### src/hdl/tbdc_params.svh
// Shared constants for the total, batch and dual counting block
`ifndef TBDC_PARAMS_SVH
`define TBDC_PARAMS_SVH
`define TBDC_CNT_W 20
`define TBDC_DUAL_W 21
`define TBDC_FULL_SCALE 20'hf423f
`define TBDC_ZERO 20'h00000
`define TBDC_ONE 20'h00001
`define TBDC_PIN_N 5
`define TBDC_PIN_CNT_A 0
`define TBDC_PIN_CNT_B 1
`define TBDC_PIN_RST_A 2
`define TBDC_PIN_RST_B 3
`define TBDC_PIN_KEY 4
`endif

### src/hdl/tbdc_pkg.sv
// Types for the total, batch and dual counting block
`default_nettype none
package tbdc_pkg;
	typedef enum logic [1:0] {MODE_TOTAL, MODE_BATCH, MODE_DUAL} tbdc_mode_t;
	typedef enum logic [2:0] {VIEW_PRESENT, VIEW_TOTAL, VIEW_BATCH, VIEW_DUAL, VIEW_CHAN} tbdc_view_t;
	typedef enum logic {PH_RESTORE, PH_RUN} tbdc_phase_t;
endpackage
`default_nettype wire

### src/hdl/tbdc_if.sv
// Carriers between the pin conditioner, the dual adder and the core
`timescale 1ns/1ps
`default_nettype none
`include "tbdc_params.svh"
interface tbdc_pin_if;
	logic countPulseA, countPulseB, resetLvlA, resetLvlB, keyPulse, keyLvl;
	modport src (output countPulseA, countPulseB, resetLvlA, resetLvlB, keyPulse, keyLvl);
	modport dst (input countPulseA, countPulseB, resetLvlA, resetLvlB, keyPulse, keyLvl);
endinterface

interface tbdc_dual_if;
	logic [`TBDC_CNT_W-1:0] chanA, chanB;
	logic zeroA, zeroB, subtract, match;
	logic signed [`TBDC_DUAL_W-1:0] setValue, dualValue;
	modport calc (input chanA, chanB, zeroA, zeroB, subtract, setValue, output dualValue, match);
	modport core (output chanA, chanB, zeroA, zeroB, subtract, setValue, input dualValue, match);
endinterface
`default_nettype wire

### src/hdl/tbdc_pin_sync.sv
// Three-stage pin conditioner with agreement filter and rising-edge pulses
`timescale 1ns/1ps
`default_nettype none
`include "tbdc_params.svh"
module tbdc_pin_sync (
	input wire logic clk,
	input wire logic resetn,
	input wire logic [`TBDC_PIN_N-1:0] pins,
	tbdc_pin_if.src pinBus
);
	typedef struct packed {
		logic [`TBDC_PIN_N-1:0] s1, s2, s3, stable, rise;
	} tbdc_sync_st_t;
	tbdc_sync_st_t st, next_st;

	always_comb begin
		next_st = st;
		next_st.s1 = pins;
		next_st.s2 = st.s1;
		next_st.s3 = st.s2;
		// A level is accepted only once the last two stages agree
		next_st.stable = (st.s2 & st.s3) | (st.stable & (st.s2 | st.s3));
		next_st.rise = next_st.stable & ~st.stable;
	end

	always_ff @(posedge clk or negedge resetn) begin
		if (!resetn) begin
			st <= '0;
		end else begin
			st <= next_st;
		end
	end

	assign pinBus.countPulseA = st.rise[`TBDC_PIN_CNT_A];
	assign pinBus.countPulseB = st.rise[`TBDC_PIN_CNT_B];
	assign pinBus.resetLvlA = st.stable[`TBDC_PIN_RST_A];
	assign pinBus.resetLvlB = st.stable[`TBDC_PIN_RST_B];
	assign pinBus.keyPulse = st.rise[`TBDC_PIN_KEY];
	assign pinBus.keyLvl = st.stable[`TBDC_PIN_KEY];
endmodule
`default_nettype wire

### src/hdl/tbdc_dual_calc.sv
// Registered sum or difference of the two channel values with match compare
`timescale 1ns/1ps
`default_nettype none
`include "tbdc_params.svh"
module tbdc_dual_calc (
	input wire logic clk,
	input wire logic resetn,
	tbdc_dual_if.calc dualBus
);
	typedef struct packed {
		logic signed [`TBDC_DUAL_W-1:0] dual;
		logic match;
	} tbdc_dual_st_t;
	tbdc_dual_st_t st, next_st;

	always_comb begin
		logic signed [`TBDC_DUAL_W-1:0] opA;
		logic signed [`TBDC_DUAL_W-1:0] opB;
		opA = dualBus.zeroA ? '0 : $signed({1'b0, dualBus.chanA});
		opB = dualBus.zeroB ? '0 : $signed({1'b0, dualBus.chanB});
		next_st = st;
		next_st.dual = dualBus.subtract ? opA - opB : opA + opB;
		next_st.match = next_st.dual == dualBus.setValue;
	end

	always_ff @(posedge clk or negedge resetn) begin
		if (!resetn) begin
			st <= '0;
		end else begin
			st <= next_st;
		end
	end

	assign dualBus.dualValue = st.dual;
	assign dualBus.match = st.match;
endmodule
`default_nettype wire

### src/hdl/tbdc_counter_core.sv
// Total, batch and dual counting core of the multifunction preset counter
`timescale 1ns/1ps
`default_nettype none
`include "tbdc_params.svh"
module tbdc_counter_core (
	input wire logic clk,
	input wire logic resetn,
	input wire logic countInputA,
	input wire logic countInputB,
	input wire logic resetInputA,
	input wire logic resetInputB,
	input wire logic resetKey,
	input wire tbdc_pkg::tbdc_mode_t modeSel,
	input wire tbdc_pkg::tbdc_view_t viewSel,
	input wire logic outputHold,
	input wire logic calcSubtract,
	input wire logic [`TBDC_CNT_W-1:0] presetValue,
	input wire logic [`TBDC_CNT_W-1:0] batchSetValue,
	input wire logic signed [`TBDC_DUAL_W-1:0] dualSetValue,
	input wire logic restoredBatchOut,
	output logic [`TBDC_CNT_W-1:0] presentCount,
	output logic [`TBDC_CNT_W-1:0] totalCount,
	output logic [`TBDC_CNT_W-1:0] batchCount,
	output logic [`TBDC_CNT_W-1:0] chanCountA,
	output logic [`TBDC_CNT_W-1:0] chanCountB,
	output logic signed [`TBDC_DUAL_W-1:0] dualCount,
	output logic overflowFlag,
	output logic batchOutStore,
	output logic firstControlOutput,
	output logic secondControlOutput
);
	typedef struct packed {
		tbdc_pkg::tbdc_phase_t phase;
		logic [`TBDC_CNT_W-1:0] present;
		logic [`TBDC_CNT_W-1:0] total;
		logic [`TBDC_CNT_W-1:0] batch;
		logic [`TBDC_CNT_W-1:0] chanA;
		logic [`TBDC_CNT_W-1:0] chanB;
		logic ctrl;
		logic batchOut;
		logic overflow;
		logic firstOut;
		logic secondOut;
	} tbdc_core_st_t;
	tbdc_core_st_t st, next_st;

	tbdc_pin_if pinBus ();
	tbdc_dual_if dualBus ();

	logic isTotal, isBatch, isDual, running;
	logic complete, countOk, ovA, ovB;

	function automatic logic [`TBDC_CNT_W-1:0] wrapInc(input logic [`TBDC_CNT_W-1:0] v);
		return (v == `TBDC_FULL_SCALE) ? `TBDC_ZERO : v + `TBDC_ONE;
	endfunction

	function automatic logic hitsPreset(input logic [`TBDC_CNT_W-1:0] v, input logic [`TBDC_CNT_W-1:0] preset);
		return preset != `TBDC_ZERO && v == preset;
	endfunction

	tbdc_pin_sync i_tbdc_pin_sync (
		.clk(clk),
		.resetn(resetn),
		.pins({resetKey, resetInputB, resetInputA, countInputB, countInputA}),
		.pinBus(pinBus)
	);

	tbdc_dual_calc i_tbdc_dual_calc (
		.clk(clk),
		.resetn(resetn),
		.dualBus(dualBus)
	);

	assign isTotal = modeSel == tbdc_pkg::MODE_TOTAL;
	assign isBatch = modeSel == tbdc_pkg::MODE_BATCH;
	assign isDual = modeSel == tbdc_pkg::MODE_DUAL;
	assign running = st.phase == tbdc_pkg::PH_RUN;

	assign dualBus.chanA = st.chanA;
	assign dualBus.chanB = st.chanB;
	assign dualBus.zeroA = pinBus.resetLvlA;
	assign dualBus.zeroB = pinBus.resetLvlB;
	assign dualBus.subtract = calcSubtract;
	assign dualBus.setValue = dualSetValue;

	always_comb begin
		next_st = st;
		complete = 1'b0;
		countOk = 1'b0;
		ovA = 1'b0;
		ovB = 1'b0;
		case (st.phase)
			tbdc_pkg::PH_RESTORE: begin
				// Non-volatile copy is reloaded once, before any counting
				next_st.batchOut = restoredBatchOut;
				next_st.phase = tbdc_pkg::PH_RUN;
			end
			tbdc_pkg::PH_RUN: begin
				if (isDual) begin
					// Key held or overflow freezes both channels
					countOk = !pinBus.keyLvl && !st.overflow;
					ovA = countOk && pinBus.countPulseA && !pinBus.resetLvlA && st.chanA == `TBDC_FULL_SCALE;
					ovB = countOk && pinBus.countPulseB && !pinBus.resetLvlB && st.chanB == `TBDC_FULL_SCALE;
					// Overflow is sticky; only the key clears it, a reset pin does not
					if (ovA || ovB) begin
						next_st.overflow = 1'b1;
					end else if (countOk) begin
						if (pinBus.countPulseA && !pinBus.resetLvlA) begin
							next_st.chanA = st.chanA + `TBDC_ONE;
						end
						if (pinBus.countPulseB && !pinBus.resetLvlB) begin
							next_st.chanB = st.chanB + `TBDC_ONE;
						end
					end
					// Match arrives one cycle after the channels, with the dual value
					next_st.ctrl = dualBus.match | (outputHold & st.ctrl);
					if (pinBus.resetLvlA) begin
						next_st.chanA = `TBDC_ZERO;
					end
					if (pinBus.resetLvlB) begin
						next_st.chanB = `TBDC_ZERO;
					end
					if (pinBus.keyPulse) begin
						next_st.chanA = `TBDC_ZERO;
						next_st.chanB = `TBDC_ZERO;
						next_st.ctrl = 1'b0;
						next_st.overflow = 1'b0;
					end
				end else begin
					if (pinBus.countPulseA) begin
						next_st.total = wrapInc(st.total);
						if (!pinBus.resetLvlA) begin
							complete = hitsPreset(wrapInc(st.present), presetValue);
							// Batch mode recycles the present value on completion
							next_st.present = (isBatch && complete) ? `TBDC_ZERO : wrapInc(st.present);
						end
					end
					next_st.ctrl = complete | (outputHold ? st.ctrl : hitsPreset(next_st.present, presetValue));
					if (isBatch && complete) begin
						next_st.batch = wrapInc(st.batch);
					end
					// Level compare, so a lowered set value also fires; only the batch reset or the key with the batch view selected un-fires it
					if (isBatch && batchSetValue != `TBDC_ZERO && next_st.batch >= batchSetValue) begin
						next_st.batchOut = 1'b1;
					end
					if (pinBus.resetLvlA) begin
						next_st.present = `TBDC_ZERO;
						next_st.ctrl = 1'b0;
					end
					if (isTotal && pinBus.resetLvlB) begin
						next_st.total = `TBDC_ZERO;
					end
					if (isBatch && pinBus.resetLvlB) begin
						next_st.batch = `TBDC_ZERO;
						next_st.batchOut = 1'b0;
					end
					if (pinBus.keyPulse) begin
						next_st.present = `TBDC_ZERO;
						next_st.ctrl = 1'b0;
						if (isTotal && viewSel == tbdc_pkg::VIEW_TOTAL) begin
							next_st.total = `TBDC_ZERO;
						end
						if (isBatch && viewSel == tbdc_pkg::VIEW_BATCH) begin
							next_st.batch = `TBDC_ZERO;
							next_st.batchOut = 1'b0;
						end
					end
				end
			end
			default: begin
				next_st.phase = tbdc_pkg::PH_RESTORE;
			end
		endcase
		next_st.firstOut = isBatch ? next_st.batchOut : next_st.ctrl;
		next_st.secondOut = next_st.ctrl;
	end

	always_ff @(posedge clk or negedge resetn) begin
		if (!resetn) begin
			st <= '0;
		end else begin
			st <= next_st;
		end
	end

	assign presentCount = st.present;
	assign totalCount = st.total;
	assign batchCount = st.batch;
	assign chanCountA = st.chanA;
	assign chanCountB = st.chanB;
	assign dualCount = dualBus.dualValue;
	assign overflowFlag = st.overflow;
	assign batchOutStore = st.batchOut;
	assign firstControlOutput = st.firstOut;
	assign secondControlOutput = st.secondOut;
endmodule
`default_nettype wire

### config.mk
export PLATFORM = sky130hd
export DESIGN_NAME = tbdc_counter_core
export DESIGN_NICKNAME = d
export VERILOG_FILES = /design/src/hdl/tbdc_pkg.sv /design/src/hdl/tbdc_if.sv /design/src/hdl/tbdc_pin_sync.sv /design/src/hdl/tbdc_dual_calc.sv /design/src/hdl/tbdc_counter_core.sv
export VERILOG_INCLUDE_DIRS = /design/src /design/src/hdl
export SDC_FILE = /design/constraint.sdc
export NUM_CORES = 1
export LEC_CHECK = 0
export BUFFER_PORTS_ARGS = -buffer_cell sky130_fd_sc_hd__clkbuf_2
export CAP_MARGIN = 20
export CORE_MARGIN = 3
export CORE_UTILIZATION = 46
export DETAILED_ROUTE_END_ITERATION = 10
export PLACE_DENSITY = 0.68
export REMOVE_ABC_BUFFERS = 1
export SLEW_MARGIN = 40
export SYNTH_ARGS = -nofsm -noshare
export SYNTH_HDL_FRONTEND = slang
export SYNTH_SLANG_ARGS = --single-unit
export TNS_END_PERCENT = 20
### constraint.sdc
create_clock -name clk -period 7.25 [get_ports clk]
set_input_delay 1.0875 -clock clk [delete_from_list [all_inputs] [get_ports clk]]
set_output_delay 1.0875 -clock clk [all_outputs]
set_load 0.02 [all_outputs]
### After elaboration in Yosys (flattened, before gate mapping)

Cells that the tools add are included.

| storage, ports and cells | value |
|---|---|
| bits in registers | 152 |

| cells by class | value |
|---|---|
| $add $sub $neg | 7 |
| order comparisons | 1 |
| eq/ne operators | 14 |
| muxes and demuxes | 44 |
| bitwise logic cells | 11 |
| reductions and logical operators | 36 |

Operators with widths:

| cell | number |
|---|---|
| $mux W20 | 19 |
| $mux W40 | 5 |
| $add A20 B1 Y20 const B | 5 |
| $eq A20 B20 Y1 const B | 5 |
| $mux W60 | 1 |
| $mux W41 | 1 |
| $eq A20 B20 Y1 | 2 |
| $reduce_bool A20 Y1 | 2 |
| $add A21 B21 Y21 | 1 |
| $eq A21 B21 Y1 | 1 |
| $mux W21 | 1 |
| $sub A21 B21 Y21 | 1 |
| $ge A20 B20 Y1 | 1 |
| $logic_and A1 B1 Y1 | 19 |
| $and A5 B5 Y5 | 3 |
| $mux W1 | 15 |
| $reduce_bool A3 Y1 | 4 |
| $or A5 B5 Y5 | 2 |
| $reduce_and A5 Y1 | 2 |
| $ne A3 B1 Y1 const B | 2 |
| $not A5 Y5 | 1 |
| $logic_not A1 Y1 | 4 |
| $eq A3 B1 Y1 const B | 1 |
| $eq A3 B2 Y1 const B | 1 |
| 12 further kinds | 14 |

### Logic depth before layout (Yosys ltp)

| depth | value |
|---|---|
| word-level depth | 21 |
| mapped depth | 27 |
| depth with buffers taken out | 24 |

### By module

A second synthesis with hierarchy kept.

| second synthesis, totals | value |
|---|---|
| cell total of the unflattened synthesis | 1444 |
| area, all modules | 11866.4 µm² |

Modules (own cells, without submodules):

| module | times used | cells each | area an instance (µm²) | sequential area each (µm²) |
|---|---|---|---|---|
| tbdc_counter_core | 1 | 1087 | 8536.9 | 2627.5 |
| tbdc_dual_calc | 1 | 326 | 2667.6 | 550.5 |
| tbdc_pin_sync | 1 | 31 | 661.9 | 575.6 |

### Worst setup path before layout

No wires, ideal clock.

| path | value |
|---|---|
| path type | input to register |
| start point | input presetValue[2] |
| end point | register st (netlist bit firstControlOutput) |
| library setup time | 0.125 ns |
| arrival | 6.017 ns |
| required time | 7.125 ns |
| slack | 1.109 ns |
| stages | 23 |
| cells stage by stage | clkbuf_1 > nand2b_1 > o211ai_1 > a31oi_1 > a2111oi_0 > nand4_1 > or4_4 > or4_1 > buf_2 > or2_4 > nor2_2 > and3_1 > xor2_1 > ha_1 > a21o_1 > a21o_1 > a21oi_1 > nor2_1 > a2111oi_0 > o31ai_1 > a2111oi_0 > o21ai_0 > mux2_2 |

RTL lines:

| item | RTL line | text |
|---|---|---|
| start: declaration | tbdc_counter_core.sv:17 | `` input wire logic [`TBDC_CNT_W-1:0] presetValue, `` |
| end signal: assignment | tbdc_counter_core.sv:182 | `st <= next_st;` |
| end: declaration | tbdc_counter_core.sv:45 | `tbdc_core_st_t st, next_st;` |

==> flow_summary.ini <==
[hold_path]
hp-start = i_tbdc_pin_sync.next_st[17]
holdCritPathClass = reg2reg

[pwr]
pwr-share-seq = 0.358
power.share.switching = 0.366
power.density_nw_per_um2 = 216
power.combinational.fraction = 0.307
vdd_drop_max_mv = 0.138
fin_total_pwr_w = 0.00279
cell_internal_pwr_w = 0.00177
switching_power_w = 0.00102
power.leakage_nw = 5.95
clockPowerShare = 0.335

[setup_path]
path_class = reg2reg
worst_path_largest_cell_delay_ns = 0.67
crit_buf_inv = 0
crit_fanout = 12
timing.rr.start = presentCount[0]
setup.worst_path.start = presentCount[0]
critical_path.top_delay_family = simple AND/OR/NAND/NOR gates
crit_slowest_cell = sky130_fd_sc_hd__or4_1
critical_path.endpoint_type = flop
critPathArrivalTime_ns = 7.22
cp.required_ns = 7.57
cp-start-kind = flop
worst_path_cell_trace = ha_1 > and3_1 > nand2_2 > or4_1 > xnor2_2 > o31ai_1 > or4_4 > or4_1 > or2_4 > nor2_2 > and3_1 > xor2_1 > ha_1 > a21o_1 > a21o_1 > a21oi_1 > nor2_1 > a2111oi_0 > o31ai_1 > a2111oi_0 > o21ai_0 > mux2_2

[die]
die_x_um = 161
num_rows = 56
fp.coreArea_um2 = 23500
die_area_um2 = 26000
die_height_um = 161
floorplan.io_pins = 201
initial_utilization = 0.471

[grt]
global_route_total_usage_across_every_layer = 0.280
grt_max_degree = 79
overflow = 0
grt_first_pass_wirelength_um = 57600
antenna_violations_before_repair = 1
vias_in_the_first_global_route = 10132

[clocking]
htree_levels = 4
postCtsHoldBufs = 0
postCtsResizedCells = 0
clock-sinks = 150
clkLatencyLatePin_ns = 0.43
root_buffer = sky130_fd_sc_hd__clkbuf_16
cts_tree = built
clkSlewWorstSetupHoldPaths_ns = 0.07
cts_setup_buffers = 0
clock_path_buffers = 2
number_of_buffers_inserted_during_clock_tree_synthesis = 17

[finish]
drive_above_1_share = 0.186
syn_to_final_growth_pct = 16.7
postLayoutCoreUtil = 0.549
instances_no_fill = 1833
final_area_um2 = 12900
antennaDiodeCount = 0
design.final.nets = 1624

[drt]
viasPerCell = 5.91
drt-total-wl_um = 36900
routedWlPerCell_um = 20.1
iteration_0_drc_count_of_the_detailed_router = 790
post_detailed_route_count_of_antenna_violating_nets = 0
detail_route.drc_violations = 0
route.vias.total = 10825
drt_pass1_iterations = 5

[timing]
layout_worst_path_cycle_share = 0.952
timing.fmax_ghz = 0.145
rsz0062_at_grt = false
fin_setup_tns_ns = 0
slew_viol_final = 0
worst_rel_slew_slack = 0.488
tightest_slew_ns = 0.768
worst_clock_skew_ns = 0.0126
finalCriticalPeriod_ns = 6.91
hold_violations = 0
finalSetupViolations = 0

[run_status]
run_status = finished clean

[synth]
synthesis.instances = 1346
synthesis.area_per_instance_um2 = 8.23
synth_sequential_area_ratio = 0.339
synth_enable_flop_cells = 0
synth_cell_types = 77
synth.ff_latch_count = 150
synth_warn = 0
synth.cell_area_um2 = 11100
synth-async-reset-ratio = 1.00
ys_dominant_reg_cell = sky130_fd_sc_hd__dfrtp_1

[placement]
placement.cell_area_um2 = 12300
dpl.cell_count = 1801
place_hpwl_um = 27700
gp_congestion = 0.940
port_buffers = 200

[flow_run]
max_cap_violations = 0
## area by class of cell
type | instances | area (um^2)
multi-input combinational | 1055 | 6790
inverter | 59 | 221
fill | 2245 | 10600
sequential | 150 | 3750
timing repair buffer | 218 | 1150
clock buffer | 18 | 439
tap | 319 | 399
clock inverter | 14 | 173
## registers in the layout, indices dropped and copies added, names as in the netlist
signal and flops:
totalCount 20, i_tbdc_pin_sync.pinBus.countPulseA 1, presentCount 20, i_tbdc_dual_calc.dualBus.dualValue 21
i_tbdc_pin_sync.pinBus.countPulseB 1, chanCountA 20, i_tbdc_pin_sync.st 7, chanCountB 20
batchCount 20, batchOutStore 1, i_tbdc_dual_calc.dualBus.match 1, overflowFlag 1
running 1, i_tbdc_pin_sync.pinBus.keyPulse 1, secondControlOutput 1, i_tbdc_pin_sync.pinBus.resetLvlA 1
i_tbdc_pin_sync.next_st 10, firstControlOutput 1, i_tbdc_pin_sync.pinBus.keyLvl 1, i_tbdc_pin_sync.pinBus.resetLvlB 1
## stage by stage
step | hold WS [ns] | setup slack [ns]
floorplan | 0.331 | 0.768
global placement | 0.333 | 0.550
detailed placement | 0.340 | 0.423
CTS | 0.358 | 0.541
global route | 0.365 | 0.0151
finish | 0.354 | 0.344
## cell usage in the layout (no fill, tap or decap), drive strengths merged, types with 4 or more instances in the layout
cell type,count
clkbuf,218
nor2,151
dfrtp,150
nand2,91
o21ai,78
inv,69
xor2,67
xnor2,66
nand3,65
a21oi,59
nor3,47
ha,46
nor2b,41
and3,35
nand4,35
o31ai,26
nand2b,22
a22o,22
nor4,21
a21o,19
buf,18
a31oi,14
or3,13
and4,11
o22ai,9
a211oi,9
nand3b,7
and2,7
mux2i,6
o32ai,6
or4,6
nor4b,6
a2111oi,5
or2,5
a311oi,5
o211ai,4
maj3,4
## worst reg2reg max path: stages, from the launching register on
cell and delay, ns:
sky130_fd_sc_hd__dfrtp_1 0.56, sky130_fd_sc_hd__ha_1 0.42, sky130_fd_sc_hd__and3_1 0.39, sky130_fd_sc_hd__nand2_2 0.14, sky130_fd_sc_hd__or4_1 0.67, sky130_fd_sc_hd__xnor2_2 0.17
sky130_fd_sc_hd__o31ai_1 0.10, sky130_fd_sc_hd__or4_4 0.57, sky130_fd_sc_hd__or4_1 0.62, sky130_fd_sc_hd__or2_4 0.30, sky130_fd_sc_hd__nor2_2 0.21, sky130_fd_sc_hd__and3_1 0.21
sky130_fd_sc_hd__xor2_1 0.22, sky130_fd_sc_hd__ha_1 0.29, sky130_fd_sc_hd__a21o_1 0.17, sky130_fd_sc_hd__a21o_1 0.17, sky130_fd_sc_hd__a21oi_1 0.16, sky130_fd_sc_hd__nor2_1 0.06
sky130_fd_sc_hd__a2111oi_0 0.39, sky130_fd_sc_hd__o31ai_1 0.14, sky130_fd_sc_hd__a2111oi_0 0.37, sky130_fd_sc_hd__o21ai_0 0.18, sky130_fd_sc_hd__mux2_2 0.28
## worst paths after layout
kind                            slack [ns]                               end  cells past startpoint
worst max register to register        0.34                firstControlOutput                     22
min in group asynchronous             0.68                   presentCount[6]                      1
worst max-delay path                  0.34                firstControlOutput                     22
worst min-delay path                  0.35       i_tbdc_pin_sync.next_st[12]                      0
worst min register to register        0.35       i_tbdc_pin_sync.next_st[12]                      0
max in group asynchronous             5.37  i_tbdc_pin_sync.pinBus.resetLvlA                      2
## synthesized netlist by cell type (5+ instances only)
cell | instances | share of area
sky130_fd_sc_hd__dfrtp_1 | 150 | 0.34
sky130_fd_sc_hd__nor2_1 | 150 | 0.051
sky130_fd_sc_hd__nand2_1 | 90 | 0.030
sky130_fd_sc_hd__o21ai_0 | 78 | 0.035
sky130_fd_sc_hd__xor2_1 | 67 | 0.053
sky130_fd_sc_hd__nand3_1 | 65 | 0.029
sky130_fd_sc_hd__xnor2_1 | 65 | 0.051
sky130_fd_sc_hd__a21oi_1 | 59 | 0.027
sky130_fd_sc_hd__clkbuf_1 | 59 | 0.020
sky130_fd_sc_hd__inv_1 | 59 | 0.020
sky130_fd_sc_hd__ha_1 | 46 | 0.052
sky130_fd_sc_hd__nor3_1 | 45 | 0.020
sky130_fd_sc_hd__nor2b_1 | 41 | 0.023
sky130_fd_sc_hd__and3_1 | 35 | 0.020
sky130_fd_sc_hd__nand4_1 | 35 | 0.020
sky130_fd_sc_hd__o31ai_1 | 24 | 0.016
sky130_fd_sc_hd__a22o_1 | 22 | 0.017
sky130_fd_sc_hd__nand2b_1 | 22 | 0.012
sky130_fd_sc_hd__nor4_1 | 21 | 0.012
sky130_fd_sc_hd__a21o_1 | 19 | 0.013
sky130_fd_sc_hd__buf_2 | 19 | 0.0086
sky130_fd_sc_hd__a31oi_1 | 14 | 0.0079
sky130_fd_sc_hd__or3_1 | 13 | 0.0073
sky130_fd_sc_hd__and4_1 | 11 | 0.0087
sky130_fd_sc_hd__a211oi_1 | 9 | 0.0061
sky130_fd_sc_hd__o22ai_1 | 9 | 0.0051
sky130_fd_sc_hd__nand3b_1 | 7 | 0.0047
sky130_fd_sc_hd__and2_1 | 6 | 0.0034
sky130_fd_sc_hd__mux2i_1 | 6 | 0.0054
sky130_fd_sc_hd__o32ai_1 | 6 | 0.0047
sky130_fd_sc_hd__a2111oi_0 | 5 | 0.0040
sky130_fd_sc_hd__a311oi_1 | 5 | 0.0040
sky130_fd_sc_hd__or4_1 | 5 | 0.0034
## power groups by stage
stage | combinational [W] | sequential [W] | clock [W]
2_1_floorplan | 0.000488 | 0.00110 | 0
3_3_place_gp | 0.000842 | 0.00101 | 0
3_5_place_dp | 0.000855 | 0.00101 | 0
4_1_cts | 0.000857 | 0.000997 | 0.000950
5_1_grt | 0.000940 | 0.00101 | 0.000990
6_report | 0.000857 | 0.000998 | 0.000933
## cell families after synthesis
logic type               synth area share
multiplexers                      0.00847
XOR/XNOR                            0.106
AND/OR/NAND/NOR                     0.269
other                            0.000338
adder cells (fa/ha/maj)            0.0574
AO/OA/AOI/OAI                       0.170
flip-flops                          0.339
buffers and inverters              0.0502
## per-layer routing
layer | routed length, um | GRT usage
met1 | 16600 | 0.408
met4 | 799 | 0.0727
met2 | 16400 | 0.432
met5 | 0 | 0
met3 | 3090 | 0.0474
Note: power is estimated with default switching activity, not from simulation.
